File: src/include/cstg_defines.vh
// Constants for the self-test and service gate: offsets, fields, codes, counts.
// Assumes a 32-bit classic Wishbone bus with byte addresses.
`ifndef CSTG_DEFINES_VH
`define CSTG_DEFINES_VH
`define CSTG_ADR_STATUS 8'h00
`define CSTG_ADR_CMD 8'h04
`define CSTG_ADR_RESP 8'h08
`define CSTG_ADR_DIGSEL 8'h0c
`define CSTG_ADR_DIGEST 8'h10
`define CSTG_FLASH_WORDS 18'h10000
`define CSTG_CRC_INIT 32'hffffffff
`define CSTG_CRC_POLY 32'hedb88320
`define CSTG_KAT_LAST 4'ha
`define CSTG_OP_FWAUTH 4'hb
`define CSTG_OP_LOGIN 4'hc
`define CSTG_OP_UNWRAP 4'hd
`define CSTG_OP_DIAGK 4'he
`define CSTG_OP_DIAGH 4'hf
`define CSTG_SVC_RESET 5'h00
`define CSTG_SVC_LOGIN 5'h01
`define CSTG_SVC_LOGOUT 5'h02
`define CSTG_SVC_GETOP 5'h03
`define CSTG_SVC_GETCFG 5'h04
`define CSTG_SVC_SHOWST 5'h05
`define CSTG_SVC_CONFIG 5'h06
`define CSTG_SVC_OPMGT 5'h07
`define CSTG_SVC_DIAG 5'h08
`define CSTG_SVC_DECRYPT 5'h09
`define CSTG_SVC_ENCRYPT 5'h0a
`define CSTG_SVC_DEKMGT 5'h0b
`define CSTG_SVC_KEKMGT 5'h0c
`define CSTG_SVC_HKEYMGT 5'h0d
`define CSTG_SVC_FWUPD 5'h0e
`define CSTG_ROLE_NONE 2'h0
`define CSTG_ROLE_USER 2'h1
`define CSTG_ROLE_OFFICER 2'h2
`define CSTG_KEY_DEK 3'h0
`define CSTG_KEY_KEK 3'h1
`define CSTG_KEY_FACTORY_INITIAL_WRAP_KEY 3'h2
`define CSTG_KEY_OPKEY 3'h3
`define CSTG_KEY_HMAC 3'h4
`define CSTG_KEY_NONE 3'h7
`define CSTG_ILA_RUN 2'h0
`define CSTG_ILA_OK 2'h1
`define CSTG_ILA_FAIL 2'h2
`define CSTG_ENC_RUN 2'h0
`define CSTG_ENC_FAIL 2'h1
`define CSTG_ENC_OK 2'h3
`define CSTG_FAIL_AES 8'h01
`define CSTG_FAIL_SHA 8'h02
`define CSTG_FAIL_KW 8'h04
`define CSTG_RSP_OK 32'h00000000
`define CSTG_RSP_DENIED 32'h00000001
`define CSTG_RSP_FATAL 32'h00000002
`define CSTG_RSP_IOBUSY 32'h00000003
`define CSTG_RSP_BADCMD 32'h00000004
`define CSTG_RSP_AUTHFAIL 32'h00000005
`define CSTG_RSP_TESTFAIL 32'h00000006
`define CSTG_RSP_LOGGED 32'h00000007
`define CSTG_RSP_FWFAIL 32'h0000000e
`endif

File: src/hdl/cstg_service_gate_fns_note.v
// Holds no logic.

File: src/hdl/cstg_service_gate.v
// Self-test sequencer, role gate and service dispatcher of the encryption module.
// Assumes external engines that stream compare words and flash that answers reads.
//
// Behaviour
// - Every reset starts the full power-up self-test run before anything else.
// - No cryptographic service runs until integrity check and all known-answer tests pass.
// - Integrity or known-answer test failure enters the fatal error state.
// - Integrity failure sets image-loader field to binary 10 and halts boot.
// - Any known-answer failure sets encryption-capability field to binary 01.
// - Eight further status bits name the failing engine: cipher, hash or wrap.
// - Integrity check is a 32-bit CRC over all program words in flash.
// - Keyed-hash known-answer test checks SHA-1, -224, -256, -384 and -512.
// - Self-tests start unprompted; conditional tests run when their function is used.
// - Firmware images are keyed-hashed with SHA-256 and image key, then compared.
// - Firmware digest mismatch rejects the update with response 0x0000000E.
// - Diagnostic engine test runs only while no I/O message blocks are active.
// - Positive known-answer diagnostic case passes on match; negative case passes on mismatch.
// - Diagnostic keyed-hash test returns the computed digest to the host.
// - Diagnostic test alters hardware; a module reset restores normal operation.
// - Officer: configure, diagnostics. User: encrypt, decrypt. Both: key, operator, firmware.
// - Reset, login, logout, operator query, config read, status need no authentication.
// - Logout succeeds even when nobody is logged in.
// - Module status is shown on indicator lights and status register bits.
// - Encrypt and decrypt use the data key in XTS; data key unwrapped with wrap key.
// - Wrap-key management uses, writes and erases factory and current wrap keys.
// - Only one operator at a time; another login needs a logout first.
// - Data and image keys erase to 0x00, all other keys to 0xFF.
// - Hardware reset clears all volatile state; the reset service drops the operator but keeps configuration and digest words.
`timescale 1ns/10ps
`include "cstg_defines.vh"
module cstg_service_gate #(
  parameter [17:0] FLASH_WORDS = `CSTG_FLASH_WORDS
) (
  // Clock and reset
  input wire core_clk,
  input wire rst_b,
  // Wishbone slave
  input wire wb_cyc_i,
  input wire wb_stb_i,
  input wire wb_we_i,
  input wire [7:0] wb_adr_i,
  input wire [31:0] wb_dat_i,
  input wire [3:0] wb_sel_i,
  output reg [31:0] wb_dat_o,
  output reg wb_ack_o,
  // Flash reader
  output reg flashRd,
  output reg [17:0] flashAddr,
  input wire [31:0] flashData,
  input wire flashAck,
  // Engine jobs
  output reg engStart,
  output reg [3:0] engOp,
  output reg [2:0] engKey,
  input wire cmpValid,
  input wire [31:0] cmpCalc,
  input wire [31:0] cmpRef,
  input wire engDone,
  // Key store
  output reg keyWe,
  output reg [2:0] keyId,
  output reg keyErase,
  output reg [7:0] keyFill,
  // Data path
  output reg xtsGo,
  output reg xtsDecrypt,
  input wire ioActive,
  // Indicators
  output reg ledReady,
  output reg ledFatal,
  output reg ledBusy,
  output reg dataOutEn,
  output reg bootHalt,
  output reg diagActive
);
  localparam [2:0] ST_IDLE = 3'h0;
  localparam [2:0] ST_CRC = 3'h1;
  localparam [2:0] ST_CRCW = 3'h2;
  localparam [2:0] ST_KAT = 3'h3;
  localparam [2:0] ST_JOB = 3'h4;
  localparam [2:0] JK_SELF = 3'h0;
  localparam [2:0] JK_FW = 3'h1;
  localparam [2:0] JK_LOGIN = 3'h2;
  localparam [2:0] JK_KEYW = 3'h3;
  localparam [2:0] JK_DIAGK = 3'h4;
  localparam [2:0] JK_DIAGH = 3'h5;

  reg [2:0] state_q;
  reg [2:0] jobKind_q;
  reg [31:0] crc_q;
  reg [3:0] katIdx_q;
  reg mismatch_q;
  reg negCase_q;
  reg [1:0] ilaStat_q;
  reg [1:0] encStat_q;
  reg [7:0] engFail_q;
  reg fatal_q;
  reg ready_q;
  reg [1:0] role_q;
  reg [1:0] pendRole_q;
  reg [2:0] pendKey_q;
  reg diag_q;
  reg [15:0] cfg_q;
  reg [31:0] resp_q;
  reg done_q;
  reg [2:0] digSel_q;
  reg [2:0] wordCnt_q;
  reg [31:0] digMem [0:7];
  integer i;

  wire wbReq = wb_cyc_i & wb_stb_i & ~wb_ack_o;
  wire wbWr = wbReq & wb_we_i;
  wire cmdWr = wbWr & (wb_adr_i == `CSTG_ADR_CMD) & (wb_sel_i == 4'hf);
  wire [4:0] svc = wb_dat_i[4:0];
  wire [31:0] status = {12'h000, done_q, diag_q, role_q, (role_q != `CSTG_ROLE_NONE),
    (state_q != ST_IDLE), ready_q, fatal_q, engFail_q, encStat_q, ilaStat_q};

  function [31:0] crcWord;
    input [31:0] c;
    input [31:0] d;
    integer b;
    reg [31:0] r;
    begin
      r = c ^ d;
      for (b = 0; b < 32; b = b + 1) begin
        r = r[0] ? ((r >> 1) ^ `CSTG_CRC_POLY) : (r >> 1);
      end
      crcWord = r;
    end
  endfunction

  // Which engine a power-up test exercises: 0-1 ECB, 2-3 XTS, 4-5 wrap, 6-10 keyed hash
  function [7:0] failBit;
    input [3:0] idx;
    begin
      if (idx < 4'h4) begin
        failBit = `CSTG_FAIL_AES;
      end else if (idx < 4'h6) begin
        failBit = `CSTG_FAIL_KW;
      end else begin
        failBit = `CSTG_FAIL_SHA;
      end
    end
  endfunction

  function allowed;
    input [4:0] s;
    input [1:0] r;
    begin
      case (s)
        `CSTG_SVC_CONFIG, `CSTG_SVC_DIAG: allowed = (r == `CSTG_ROLE_OFFICER);
        `CSTG_SVC_DECRYPT, `CSTG_SVC_ENCRYPT: allowed = (r == `CSTG_ROLE_USER);
        `CSTG_SVC_OPMGT, `CSTG_SVC_DEKMGT, `CSTG_SVC_KEKMGT, `CSTG_SVC_HKEYMGT,
        `CSTG_SVC_FWUPD: allowed = (r != `CSTG_ROLE_NONE);
        default: allowed = 1'b1;
      endcase
    end
  endfunction

  function isCrypto;
    input [4:0] s;
    begin
      isCrypto = (s >= `CSTG_SVC_OPMGT) | (s == `CSTG_SVC_LOGIN);
    end
  endfunction

  // Bus slave: one wait state, unmapped reads give zero, unmapped writes vanish
  always @(posedge core_clk or negedge rst_b) begin
    if (!rst_b) begin
      wb_ack_o <= 1'b0;
      wb_dat_o <= 32'h00000000;
      digSel_q <= 3'h0;
    end else begin
      wb_ack_o <= wbReq;
      if (wbReq & ~wb_we_i) begin
        case (wb_adr_i)
          `CSTG_ADR_STATUS: wb_dat_o <= status;
          `CSTG_ADR_RESP: wb_dat_o <= resp_q;
          `CSTG_ADR_DIGSEL: wb_dat_o <= {29'h0, digSel_q};
          `CSTG_ADR_DIGEST: wb_dat_o <= digMem[digSel_q];
          default: wb_dat_o <= 32'h00000000;
        endcase
      end
      if (wbWr & (wb_adr_i == `CSTG_ADR_DIGSEL) & wb_sel_i[0]) begin
        digSel_q <= wb_dat_i[2:0];
      end
    end
  end

  always @(posedge core_clk or negedge rst_b) begin
    if (!rst_b) begin
      state_q <= ST_CRC;
      jobKind_q <= JK_SELF;
      crc_q <= `CSTG_CRC_INIT;
      katIdx_q <= 4'h0;
      mismatch_q <= 1'b0;
      negCase_q <= 1'b0;
      ilaStat_q <= `CSTG_ILA_RUN;
      encStat_q <= `CSTG_ENC_RUN;
      engFail_q <= 8'h00;
      fatal_q <= 1'b0;
      ready_q <= 1'b0;
      role_q <= `CSTG_ROLE_NONE;
      pendRole_q <= `CSTG_ROLE_NONE;
      pendKey_q <= `CSTG_KEY_NONE;
      diag_q <= 1'b0;
      cfg_q <= 16'h0000;
      resp_q <= `CSTG_RSP_OK;
      done_q <= 1'b0;
      wordCnt_q <= 3'h0;
      for (i = 0; i < 8; i = i + 1) begin
        digMem[i] <= 32'h00000000;
      end
      flashRd <= 1'b0;
      flashAddr <= 18'h00000;
      engStart <= 1'b0;
      engOp <= 4'h0;
      engKey <= `CSTG_KEY_NONE;
      keyWe <= 1'b0;
      keyId <= `CSTG_KEY_NONE;
      keyErase <= 1'b0;
      keyFill <= 8'h00;
      xtsGo <= 1'b0;
      xtsDecrypt <= 1'b0;
    end else begin
      flashRd <= 1'b0;
      engStart <= 1'b0;
      keyWe <= 1'b0;
      xtsGo <= 1'b0;
      case (state_q)
        ST_CRC: begin
          flashRd <= 1'b1;
          state_q <= ST_CRCW;
        end
        ST_CRCW: begin
          if (flashAck) begin
            // Last flash word holds the stored checksum of all words before it
            if (flashAddr == FLASH_WORDS - 18'h1) begin
              if ((crc_q ^ `CSTG_CRC_INIT) == flashData) begin
                ilaStat_q <= `CSTG_ILA_OK;
                katIdx_q <= 4'h0;
                state_q <= ST_KAT;
              end else begin
                ilaStat_q <= `CSTG_ILA_FAIL;
                fatal_q <= 1'b1;
                state_q <= ST_IDLE;
              end
            end else begin
              crc_q <= crcWord(crc_q, flashData);
              flashAddr <= flashAddr + 18'h1;
              state_q <= ST_CRC;
            end
          end
        end
        ST_KAT: begin
          // Index 6..10 runs hash verification for each of the five digest sizes
          engStart <= 1'b1;
          engOp <= katIdx_q;
          engKey <= `CSTG_KEY_NONE;
          jobKind_q <= JK_SELF;
          negCase_q <= 1'b0;
          mismatch_q <= 1'b0;
          state_q <= ST_JOB;
        end
        ST_JOB: begin
          if (cmpValid) begin
            if (cmpCalc != cmpRef) begin
              mismatch_q <= 1'b1;
            end
            if (jobKind_q == JK_DIAGH) begin
              digMem[wordCnt_q] <= cmpCalc;
              wordCnt_q <= wordCnt_q + 3'h1;
            end
          end
          if (engDone) begin
            state_q <= ST_IDLE;
            done_q <= (jobKind_q != JK_SELF);
            case (jobKind_q)
              JK_SELF: begin
                if (mismatch_q) begin
                  encStat_q <= `CSTG_ENC_FAIL;
                  engFail_q <= engFail_q | failBit(katIdx_q);
                  fatal_q <= 1'b1;
                end else if (katIdx_q == `CSTG_KAT_LAST) begin
                  encStat_q <= `CSTG_ENC_OK;
                  ready_q <= 1'b1;
                end else begin
                  katIdx_q <= katIdx_q + 4'h1;
                  state_q <= ST_KAT;
                end
              end
              JK_FW: begin
                resp_q <= mismatch_q ? `CSTG_RSP_FWFAIL : `CSTG_RSP_OK;
              end
              JK_LOGIN: begin
                if (mismatch_q) begin
                  resp_q <= `CSTG_RSP_AUTHFAIL;
                end else begin
                  role_q <= pendRole_q;
                  resp_q <= `CSTG_RSP_OK;
                end
              end
              JK_KEYW: begin
                if (mismatch_q) begin
                  resp_q <= `CSTG_RSP_AUTHFAIL;
                end else begin
                  keyWe <= 1'b1;
                  keyId <= pendKey_q;
                  keyErase <= 1'b0;
                  resp_q <= `CSTG_RSP_OK;
                end
              end
              JK_DIAGK: begin
                // Negative cases must disagree with the known answer to pass
                resp_q <= (mismatch_q ^ negCase_q) ? `CSTG_RSP_TESTFAIL
                  : `CSTG_RSP_OK;
              end
              default: begin
                resp_q <= `CSTG_RSP_OK;
              end
            endcase
          end
        end
        default: begin
          // Commands are ignored while self-tests or a job run
          if (cmdWr) begin
            done_q <= 1'b1;
            mismatch_q <= 1'b0;
            negCase_q <= wb_dat_i[8];
            wordCnt_q <= 3'h0;
            resp_q <= `CSTG_RSP_OK;
            if (!allowed(svc, role_q)) begin
              resp_q <= `CSTG_RSP_DENIED;
            end else if (isCrypto(svc) & (fatal_q | ~ready_q)) begin
              resp_q <= `CSTG_RSP_FATAL;
            end else begin
              case (svc)
                `CSTG_SVC_RESET: begin
                  // Soft reset reruns the tests and drops login and diagnostic mode
                  state_q <= ST_CRC;
                  crc_q <= `CSTG_CRC_INIT;
                  flashAddr <= 18'h00000;
                  ilaStat_q <= `CSTG_ILA_RUN;
                  encStat_q <= `CSTG_ENC_RUN;
                  engFail_q <= 8'h00;
                  fatal_q <= 1'b0;
                  ready_q <= 1'b0;
                  role_q <= `CSTG_ROLE_NONE;
                  diag_q <= 1'b0;
                end
                `CSTG_SVC_LOGOUT: begin
                  role_q <= `CSTG_ROLE_NONE;
                end
                `CSTG_SVC_GETOP: begin
                  resp_q <= {30'h0, role_q};
                end
                `CSTG_SVC_GETCFG: begin
                  resp_q <= {16'h0000, cfg_q};
                end
                `CSTG_SVC_SHOWST: begin
                  resp_q <= status;
                end
                `CSTG_SVC_CONFIG: begin
                  cfg_q <= wb_dat_i[31:16];
                end
                `CSTG_SVC_LOGIN: begin
                  if (role_q != `CSTG_ROLE_NONE) begin
                    resp_q <= `CSTG_RSP_LOGGED;
                  end else begin
                    pendRole_q <= wb_dat_i[17:16];
                    engStart <= 1'b1;
                    engOp <= `CSTG_OP_LOGIN;
                    engKey <= `CSTG_KEY_OPKEY;
                    jobKind_q <= JK_LOGIN;
                    state_q <= ST_JOB;
                  end
                end
                `CSTG_SVC_DIAG: begin
                  if (ioActive) begin
                    resp_q <= `CSTG_RSP_IOBUSY;
                  end else begin
                    diag_q <= 1'b1;
                    engStart <= 1'b1;
                    engOp <= wb_dat_i[9] ? `CSTG_OP_DIAGH : `CSTG_OP_DIAGK;
                    engKey <= `CSTG_KEY_NONE;
                    jobKind_q <= wb_dat_i[9] ? JK_DIAGH : JK_DIAGK;
                    state_q <= ST_JOB;
                  end
                end
                `CSTG_SVC_DECRYPT, `CSTG_SVC_ENCRYPT: begin
                  if (diag_q) begin
                    resp_q <= `CSTG_RSP_DENIED;
                  end else begin
                    xtsGo <= 1'b1;
                    xtsDecrypt <= (svc == `CSTG_SVC_DECRYPT);
                    engKey <= `CSTG_KEY_DEK;
                  end
                end
                `CSTG_SVC_OPMGT, `CSTG_SVC_DEKMGT, `CSTG_SVC_KEKMGT,
                `CSTG_SVC_HKEYMGT: begin
                  if (wb_dat_i[8]) begin
                    keyWe <= 1'b1;
                    keyErase <= 1'b1;
                    keyId <= pickKey(svc, wb_dat_i[9]);
                    keyFill <= fillOf(pickKey(svc, wb_dat_i[9]));
                    negCase_q <= 1'b0;
                  end else begin
                    pendKey_q <= pickKey(svc, wb_dat_i[9]);
                    engStart <= 1'b1;
                    engOp <= `CSTG_OP_UNWRAP;
                    engKey <= wrapKey(pickKey(svc, wb_dat_i[9]));
                    jobKind_q <= JK_KEYW;
                    state_q <= ST_JOB;
                  end
                end
                `CSTG_SVC_FWUPD: begin
                  engStart <= 1'b1;
                  engOp <= `CSTG_OP_FWAUTH;
                  engKey <= `CSTG_KEY_HMAC;
                  jobKind_q <= JK_FW;
                  state_q <= ST_JOB;
                end
                default: begin
                  resp_q <= `CSTG_RSP_BADCMD;
                end
              endcase
            end
          end
        end
      endcase
    end
  end

  function [2:0] pickKey;
    input [4:0] s;
    input alt;
    begin
      case (s)
        `CSTG_SVC_OPMGT: pickKey = `CSTG_KEY_OPKEY;
        `CSTG_SVC_DEKMGT: pickKey = `CSTG_KEY_DEK;
        `CSTG_SVC_KEKMGT: pickKey = alt ? `CSTG_KEY_FACTORY_INITIAL_WRAP_KEY : `CSTG_KEY_KEK;
        default: pickKey = `CSTG_KEY_HMAC;
      endcase
    end
  endfunction

  // Wrap keys themselves arrive under the factory key; everything else under the wrap key
  function [2:0] wrapKey;
    input [2:0] k;
    begin
      wrapKey = ((k == `CSTG_KEY_KEK) | (k == `CSTG_KEY_FACTORY_INITIAL_WRAP_KEY)) ? `CSTG_KEY_FACTORY_INITIAL_WRAP_KEY
        : `CSTG_KEY_KEK;
    end
  endfunction

  function [7:0] fillOf;
    input [2:0] k;
    begin
      fillOf = ((k == `CSTG_KEY_DEK) | (k == `CSTG_KEY_HMAC)) ? 8'h00 : 8'hff;
    end
  endfunction

  // Indicators follow state one cycle later
  always @(posedge core_clk or negedge rst_b) begin
    if (!rst_b) begin
      ledReady <= 1'b0;
      ledFatal <= 1'b0;
      ledBusy <= 1'b1;
      dataOutEn <= 1'b0;
      bootHalt <= 1'b0;
      diagActive <= 1'b0;
    end else begin
      ledReady <= ready_q & ~fatal_q;
      ledFatal <= fatal_q;
      ledBusy <= (state_q != ST_IDLE);
      dataOutEn <= ready_q & ~fatal_q & (state_q == ST_IDLE);
      bootHalt <= (ilaStat_q == `CSTG_ILA_FAIL);
      diagActive <= diag_q;
    end
  end
endmodule

File: config.mk
export PLATFORM = sky130hd
export DESIGN_NAME = cstg_service_gate
export DESIGN_NICKNAME = d
export VERILOG_FILES = /design/src/hdl/cstg_service_gate_fns_note.v /design/src/hdl/cstg_service_gate.v
export VERILOG_INCLUDE_DIRS = /design/src /design/src/include
export SDC_FILE = /design/constraint.sdc
export NUM_CORES = 1
export LEC_CHECK = 0
export ABC_AREA = 1
export ABC_CLOCK_PERIOD_IN_PS = 3200
export BUFFER_PORTS_ARGS = -buffer_cell sky130_fd_sc_hd__buf_4
export CAP_MARGIN = 20
export CELL_PAD_IN_SITES_DETAIL_PLACEMENT = 0
export CELL_PAD_IN_SITES_GLOBAL_PLACEMENT = 1
export CORE_MARGIN = 2
export CORE_UTILIZATION = 45
export DETAILED_ROUTE_END_ITERATION = 8
export GPL_TIMING_DRIVEN = 0
export PLACE_DENSITY_LB_ADDON = 0.1
export SLEW_MARGIN = 15
export SYNTH_ARGS = -nofsm -noshare
export SYNTH_HDL_FRONTEND = slang
export SYNTH_SLANG_ARGS = --single-unit
File: constraint.sdc
create_clock -name core_clk -period 3.2 [get_ports core_clk]
set_clock_uncertainty 0.1 [all_clocks]
set_input_delay 0.32 -clock core_clk [delete_from_list [all_inputs] [get_ports core_clk]]
set_output_delay 0.32 -clock core_clk [all_outputs]
set_load 0.02 [all_outputs]
# == Yosys cells after proc, flatten, opt, wreduce, memory -nomap -nowiden ==
# Index checks and enable logic that the tools add are counted.
# word_totals
reg_bits,458
in_bits,149
out_inout_bits,81
wordCells,501
# op_classes
add_sub_neg,3
order_cmp,6
n_eq_ne,69
mux,241
n_bitwise,67
n_reduce_logical,68
# op_table
op,count
32-bit two-way mux,43
13-bit inverter with 14-bit output,32
256-bit bitwise mux,1
32-bit one-hot mux with 4 select lines,2
20-bit one-hot mux with 7 select lines,1
3-bit two-way mux,45
32-bit one-hot mux with 2 select lines,2
18-bit two-way mux,6
32-bit binary-select mux with 3-bit select,1
32-bit demux with 3-bit select,1
8-bit two-way mux,12
1-bit two-way mux,58
4-bit two-way mux,14
2-bit two-way mux,25
20-bit two-way mux,2
8-bit AND reduction,5
18-bit one-hot mux with 2 select lines,1
9-bit AND reduction,4
"5-bit by 4-bit == test with 1-bit output, second input constant",7
32-bit == test,1
32-bit inequality test,1
32-bit inverter,1
32-bit XOR,1
"2-bit inequality test, second input constant",15
65 further kinds,173

# == Longest topological paths before layout ==
# depth
depth_word,68
ltp_mapped,27
depth_no_buf,27

# == Least setup slack after synthesis ==
# OpenSTA, ideal clock, no wires.
# synth_timing
path_type,register to register
startpoint,register crc_q[2]
endpoint,register crc_q[25]
setup_ns,0.072
t_arrival_ns,2.487
required_ns,3.028
path_slack_ns,0.540
stages_incl_launch_ff,23
path_buffers,1
synth_period_minus_slack_ns,2.660
cell_sequence,dfstp_2 inv_2 nand2_1 nand2_2 nand2_1 nand2_2 nand2_2 nand3_1 nand2_4 nand2_1 nand2_4 inv_2 nand2_1 nand3_1 nand2_2 buf_8 nand2_4 nand2_8 xor2_2 xor2_1 nand2_1 nand2_1 inv_1
# synth_via
elab_chain_len,46
elab_cells_between_ends,60
cone_classes,35 x mux; 25 x bitwise
# synth_rtl
element,line,source
start: declaration,cstg_service_gate.v:90,reg [31:0] crc_q;
start signal: assignment,cstg_service_gate.v:194,crc_q <= `CSTG_CRC_INIT;
start signal: assignment,cstg_service_gate.v:249,"crc_q <= crcWord(crc_q, flashData);"
start signal: assignment,cstg_service_gate.v:341,crc_q <= `CSTG_CRC_INIT;
32-bit XOR *,cstg_service_gate.v:124,r = c ^ d;
32-bit two-way mux * (4 in series),cstg_service_gate.v:126,r = r[0] ? ((r >> 1) ^ `CSTG_CRC_POLY) : (r >> 1);
13-bit inverter with 14-bit output (no line) / 32-bit two-way mux (equally long branches),--,
32-bit two-way mux *,cstg_service_gate.v:126,
13-bit inverter with 14-bit output (no line),--,
32-bit two-way mux *,cstg_service_gate.v:126,
13-bit inverter with 14-bit output (no line) / 32-bit two-way mux (equally long branches),--,
32-bit two-way mux * (4 in series),cstg_service_gate.v:126,
[... 22 more ...],--,
32-bit two-way mux * (2 in series),cstg_service_gate.v:126,
13-bit inverter with 14-bit output (no line) / 32-bit two-way mux (equally long branches),--,
32-bit two-way mux *,cstg_service_gate.v:126,
13-bit inverter with 14-bit output (no line) / 32-bit two-way mux (equally long branches),--,
32-bit two-way mux * (2 in series),cstg_service_gate.v:126,
32-bit two-way mux *,cstg_service_gate.v:238,if (flashAddr == FLASH_WORDS - 18'h1) begin
32-bit two-way mux *,cstg_service_gate.v:236,if (flashAck) begin
32-bit one-hot mux with 2 select lines *,cstg_service_gate.v:230,case (state_q)
# Mark *: on every way between the ends. The rest lies on a longest branch, timed or not. The select of a mux whose other input is x is not followed.
# A chain may end at the register's enable or synchronous reset.

# == Worst setup path in the final report ==
# layout_timing
startpoint,register crc_q[1]
endpoint,register crc_q[19]
# layout_via
elab_chain_len,48
elab_cells_between_ends,65
cone_classes,35 x mux; 30 x bitwise
# layout_rtl
element,line
32-bit XOR *,cstg_service_gate.v:124
32-bit two-way mux * (2 in series),cstg_service_gate.v:126
13-bit inverter with 14-bit output (no line),--
32-bit two-way mux *,cstg_service_gate.v:126
13-bit inverter with 14-bit output (no line) / 32-bit two-way mux (equally long branches),--
32-bit two-way mux * (4 in series),cstg_service_gate.v:126
13-bit inverter with 14-bit output (no line) / 32-bit two-way mux (equally long branches),--
32-bit two-way mux * (6 in series),cstg_service_gate.v:126
[... 23 more ...],--
32-bit two-way mux *,cstg_service_gate.v:126
13-bit inverter with 14-bit output (no line),--
32-bit two-way mux *,cstg_service_gate.v:126
13-bit inverter with 14-bit output (no line),--
32-bit two-way mux *,cstg_service_gate.v:126
32-bit two-way mux *,cstg_service_gate.v:238
32-bit two-way mux *,cstg_service_gate.v:236
32-bit one-hot mux with 2 select lines *,cstg_service_gate.v:230
# Marked as above.

==> results.json <==
{
  "ys_seq_area_frac": 0.437,
  "vias": 25500,
  "nFillCells": 5029,
  "timing.final.ws_setup_ns": -0.0404,
  "cts-htree-levels": 2,
  "status": "finished with violations",
  "syn-cell-area_um2": 25000,
  "wl_mm": 98.1,
  "holdPathEnd": "digMem[148]",
  "tightest_slew_ns": 1.05,
  "root_buffer": "clkbuf_16",
  "route.detailed.drc": 0,
  "area_growth_pct": 30.0,
  "maxSlewHeadroom": 0.291,
  "antenna_found_initial": 0,
  "timing.rr.start": "crc_q[1]",
  "num_io_pins": 230,
  "cts_sinks": 434,
  "combPwrFrac": 0.699,
  "ys.warnings.count": 0,
  "hold_path_depth": 3,
  "die_area_um2": 57400,
  "p_switching_mw": 20.2,
  "stdcell_count": 4518,
  "reg2regPathDepth": 25,
  "synthFlopType": "dfrtp_1",
  "p_leak_nw": 15.7,
  "placed_area_um2": 27700,
  "worstHoldStart": "cmpCalc[20]",
  "grt_remaining_overflow": 0,
  "cp.arrival_ns": 3.67,
  "critPathKind": "flip-flop to flip-flop",
  "rr_endpoint": "crc_q[19]",
  "reg2reg_slack_ns": -0.04,
  "synthXorXnorAreaFrac": 0.0482,
  "setup-tns-final_ns": -0.0404,
  "maxCapViolCount": 0,
  "fin_area_um2": 32500,
  "drt_first_pass_iters": 7,
  "clk_pin_slew_worst_paths_ns": 0.06,
  "synth-seq-cells": 434,
  "synth_top_family_by_area": "simple AND/OR/NAND/NOR gates",
  "fmax_ghz": 0.309,
  "cts_tree": "done",
  "drtIter0Drc": 2589,
  "swShare": 0.500,
  "period_needed_ns": 3.24,
  "finalHoldViolCount": 0,
  "synthSimpleGateAreaFrac": 0.290,
  "coreArea_um2": 55000,
  "diodes": 0,
  "start_kind": "flip-flop",
  "cts_buffers": 49,
  "grt_pass1_vias": 24000,
  "wl_per_cell_um": 21.7,
  "synth_fa_ha_area_frac": 0.00200,
  "synth-edff-count": 0,
  "cp.required_ns": 3.63,
  "setup_viol": 1,
  "row_count": 86,
  "grt_usage": 0.333,
  "slew_viol_final": 0,
  "syn_area_per_cell_um2": 7.55,
  "drt-vias-per-instance": 5.65,
  "final_nets": 3884,
  "vdd_ir_drop_max_uv": 1160,
  "syn-num-nets": 3463,
  "synth-compound-area-share": 0.150,
  "cts.path.max_buffers": 3,
  "end_kind": "flip-flop",
  "violations": "negative setup slack",
  "hold_ws_ns": 0.0210,
  "crit_path_max_fanout": 6,
  "power_density_nw_per_um2": 1250,
  "ys_types": 63,
  "drive_gt1_frac": 0.258,
  "grt_max_degree": 108,
  "clkPwrFrac": 0.145,
  "rsz0062_at_grt": "yes",
  "hold_class": "input port to flip-flop",
  "postRouteAntennaNets": 0,
  "synthMuxAreaShare": 0.00841,
  "globalplace.congestion": 0.958,
  "fin_crit_sh": 1.01,
  "grt_pass1_wl_mm": 144,
  "seq_power_share": 0.156,
  "die_h_um": 240,
  "syn_inst": 3310,
  "place_ws_ns": -0.617,
  "internal_power_mw": 20.2,
  "dpl.cell_count": 4285,
  "worstSkewPairLatency_ns": 0.62,
  "initial_core_util": 0.455,
  "port_buffers": 220,
  "crit_start": "crc_q[1]",
  "hpwl_mm": 71.3,
  "die_w_um": 240,
  "async_flop_share": 1.00
}
critical path, cell delays in order, from the launching register on:
cell,delay [ns]
dfstp_2,0.60
inv_2,0.07
nand2_2,0.08
nand2_4,0.09
nand2_4,0.09
nand3b_1,0.20
nand2_2,0.16
buf_4,0.13
nand2_4,0.06
nand2_2,0.08
nand2_4,0.09
nand2_8,0.13
inv_2,0.06
nand3_4,0.11
nand2_4,0.07
nand2_4,0.10
nand2_4,0.07
nand2_4,0.10
nand2_8,0.08
buf_4,0.15
nand2_1,0.08
nand2_2,0.07
nand2_1,0.08
nand2_2,0.06
nor2_4,0.19
nor2_1,0.07
metrics by stage:
| step | power, mW | util |
|---|---|---|
| floorplan | 20.5 | - |
| global placement | 25.2 | 0.502 |
| detailed placement | 25.5 | 0.504 |
| CTS | 34.0 | 0.552 |
| global route | 42.8 | 0.591 |
| finish | 40.5 | 0.591 |
cells by family (layout without fill, tap and decap cells):
logic type,count (synthesis),after routing
buffers and inverters,407,866
muxes,19,19
adders and majority gates,4,4
xor gates and xnor gates,129,129
and+or+nand+nor,1656,1657
AOI/OAI and AO/OA,661,661
DFF,434,434
timing repair:
item                                   CTS  global route
setup endpoints to repair              220           314
buffers inserted                        41            74
pin swaps                               30           128
hold buffers                            24             0
gates resized for setup                109           391
endpoints found under the hold margin   90             0
gates cloned                             0             3
power by group through the flow:
stage	combinational (mW)	clock (mW)	sequential, mW
6_report	28.3	5.86	6.33
5_1_grt	30.3	6.14	6.37
4_1_cts	21.8	5.91	6.31
3_5_place_dp	19.1	0	6.39
3_3_place_gp	18.8	0	6.38
2_1_floorplan	14.1	0	6.40
how the worst max path moves through the flow:
stage                   to  slack (ns)  cells after the start
2_1_floorplan    crc_q[25]        0.54                     22
3_3_place_gp    digMem[90]       -2.72                      1
3_5_place_dp     crc_q[19]       -0.62                     23
4_1_cts        digMem[233]       -0.12                     10
5_1_grt          crc_q[19]       -0.18                     25
6_report         crc_q[19]       -0.04                     25
flip-flops by register name (all words and copies together), names as in the netlist, 4 cells and up:
register / cells
cfg_q: 16
crc_q: 32
digMem: 256
engOp: 4
flashAddr: 18
katIdx_q: 4
resp_q: 20
wb_dat_o: 32
layer usage:
| metal | share of wire | vias to the layer above | GRT usage |
|---|---|---|---|
| met2 | 0.46 | 1172 | 0.520 |
| li1 | - | 11700 | - |
| met1 | 0.42 | 12400 | 0.464 |
| met4 | 0.041 | 0 | 0.124 |
| met3 | 0.081 | 212 | 0.0543 |
| met5 | 0 | - | 0 |
synthesized netlist by cell type, types with 3 or more instances:
cell type / instances / area (µm²)
nand3b_1: 4 / 30.0
a32o_1: 6 / 60.1
mux2i_1: 3 / 30.0
buf_6: 3 / 33.8
xnor2_1: 56 / 490
nor2_1: 271 / 1020
o311ai_0: 3 / 26.3
o2111ai_1: 6 / 52.6
nor4_1: 16 / 100
nand2_1: 937 / 3520
nand2_2: 90 / 563
buf_2: 3 / 15.0
buf_4: 8 / 60.1
xor2_2: 5 / 81.3
o31ai_1: 4 / 30.0
nand4_1: 16 / 100
o21ai_0: 449 / 2250
o22ai_1: 21 / 131
clkbuf_1: 118 / 443
nor3_1: 17 / 85.1
nand2_4: 21 / 236
nand3_2: 17 / 170
o211ai_1: 10 / 75.1
nor2_2: 5 / 31.3
a2bb2oi_1: 3 / 26.3
dfrtp_1: 391 / 9780
or2_1: 10 / 62.6
mux2_2: 16 / 180
inv_1: 249 / 935
a31oi_1: 17 / 106
a21o_1: 4 / 30.0
xor2_1: 66 / 578
or2_2: 22 / 138
buf_1: 3 / 11.3
a221oi_1: 9 / 78.8
inv_2: 20 / 75.1
a22o_1: 10 / 87.6
a21oi_1: 49 / 245
o21ai_1: 11 / 55.1
ha_1: 4 / 50.1
nand3_1: 221 / 1110
o221ai_1: 45 / 394
dfstp_2: 43 / 1130
layout by cell type (no fill, tap or decap), types with 50 or more instances in the layout:
cell type	synthesis	routed
nor2_1	271	258
nand2_2	90	135
nand3_1	221	165
clkbuf_1	118	91
nand3_2	17	55
clkbuf_16	0	50
xor2_1	66	51
dfrtp_1	391	391
nand2_4	21	100
nand2_1	937	797
xnor2_1	56	50
inv_1	249	242
o21ai_0	449	446
buf_4	8	330
area by class of cell:
class / count / area, µm² / share of cell area
Buffer: 136 / 652 / 0.0201
Timing Repair Buffer: 369 / 3010 / 0.0927
Clock inverter: 17 / 238 / 0.00732
Clock buffer: 73 / 1430 / 0.0439
Sequential cell: 434 / 10900 / 0.336
Multi-Input combinational cell: 2470 / 14200 / 0.439
Inverter: 271 / 1060 / 0.0326
Tap cell: 748 / 936 / 0.0288
No activity file was read; power rests on OpenSTA's default activity.
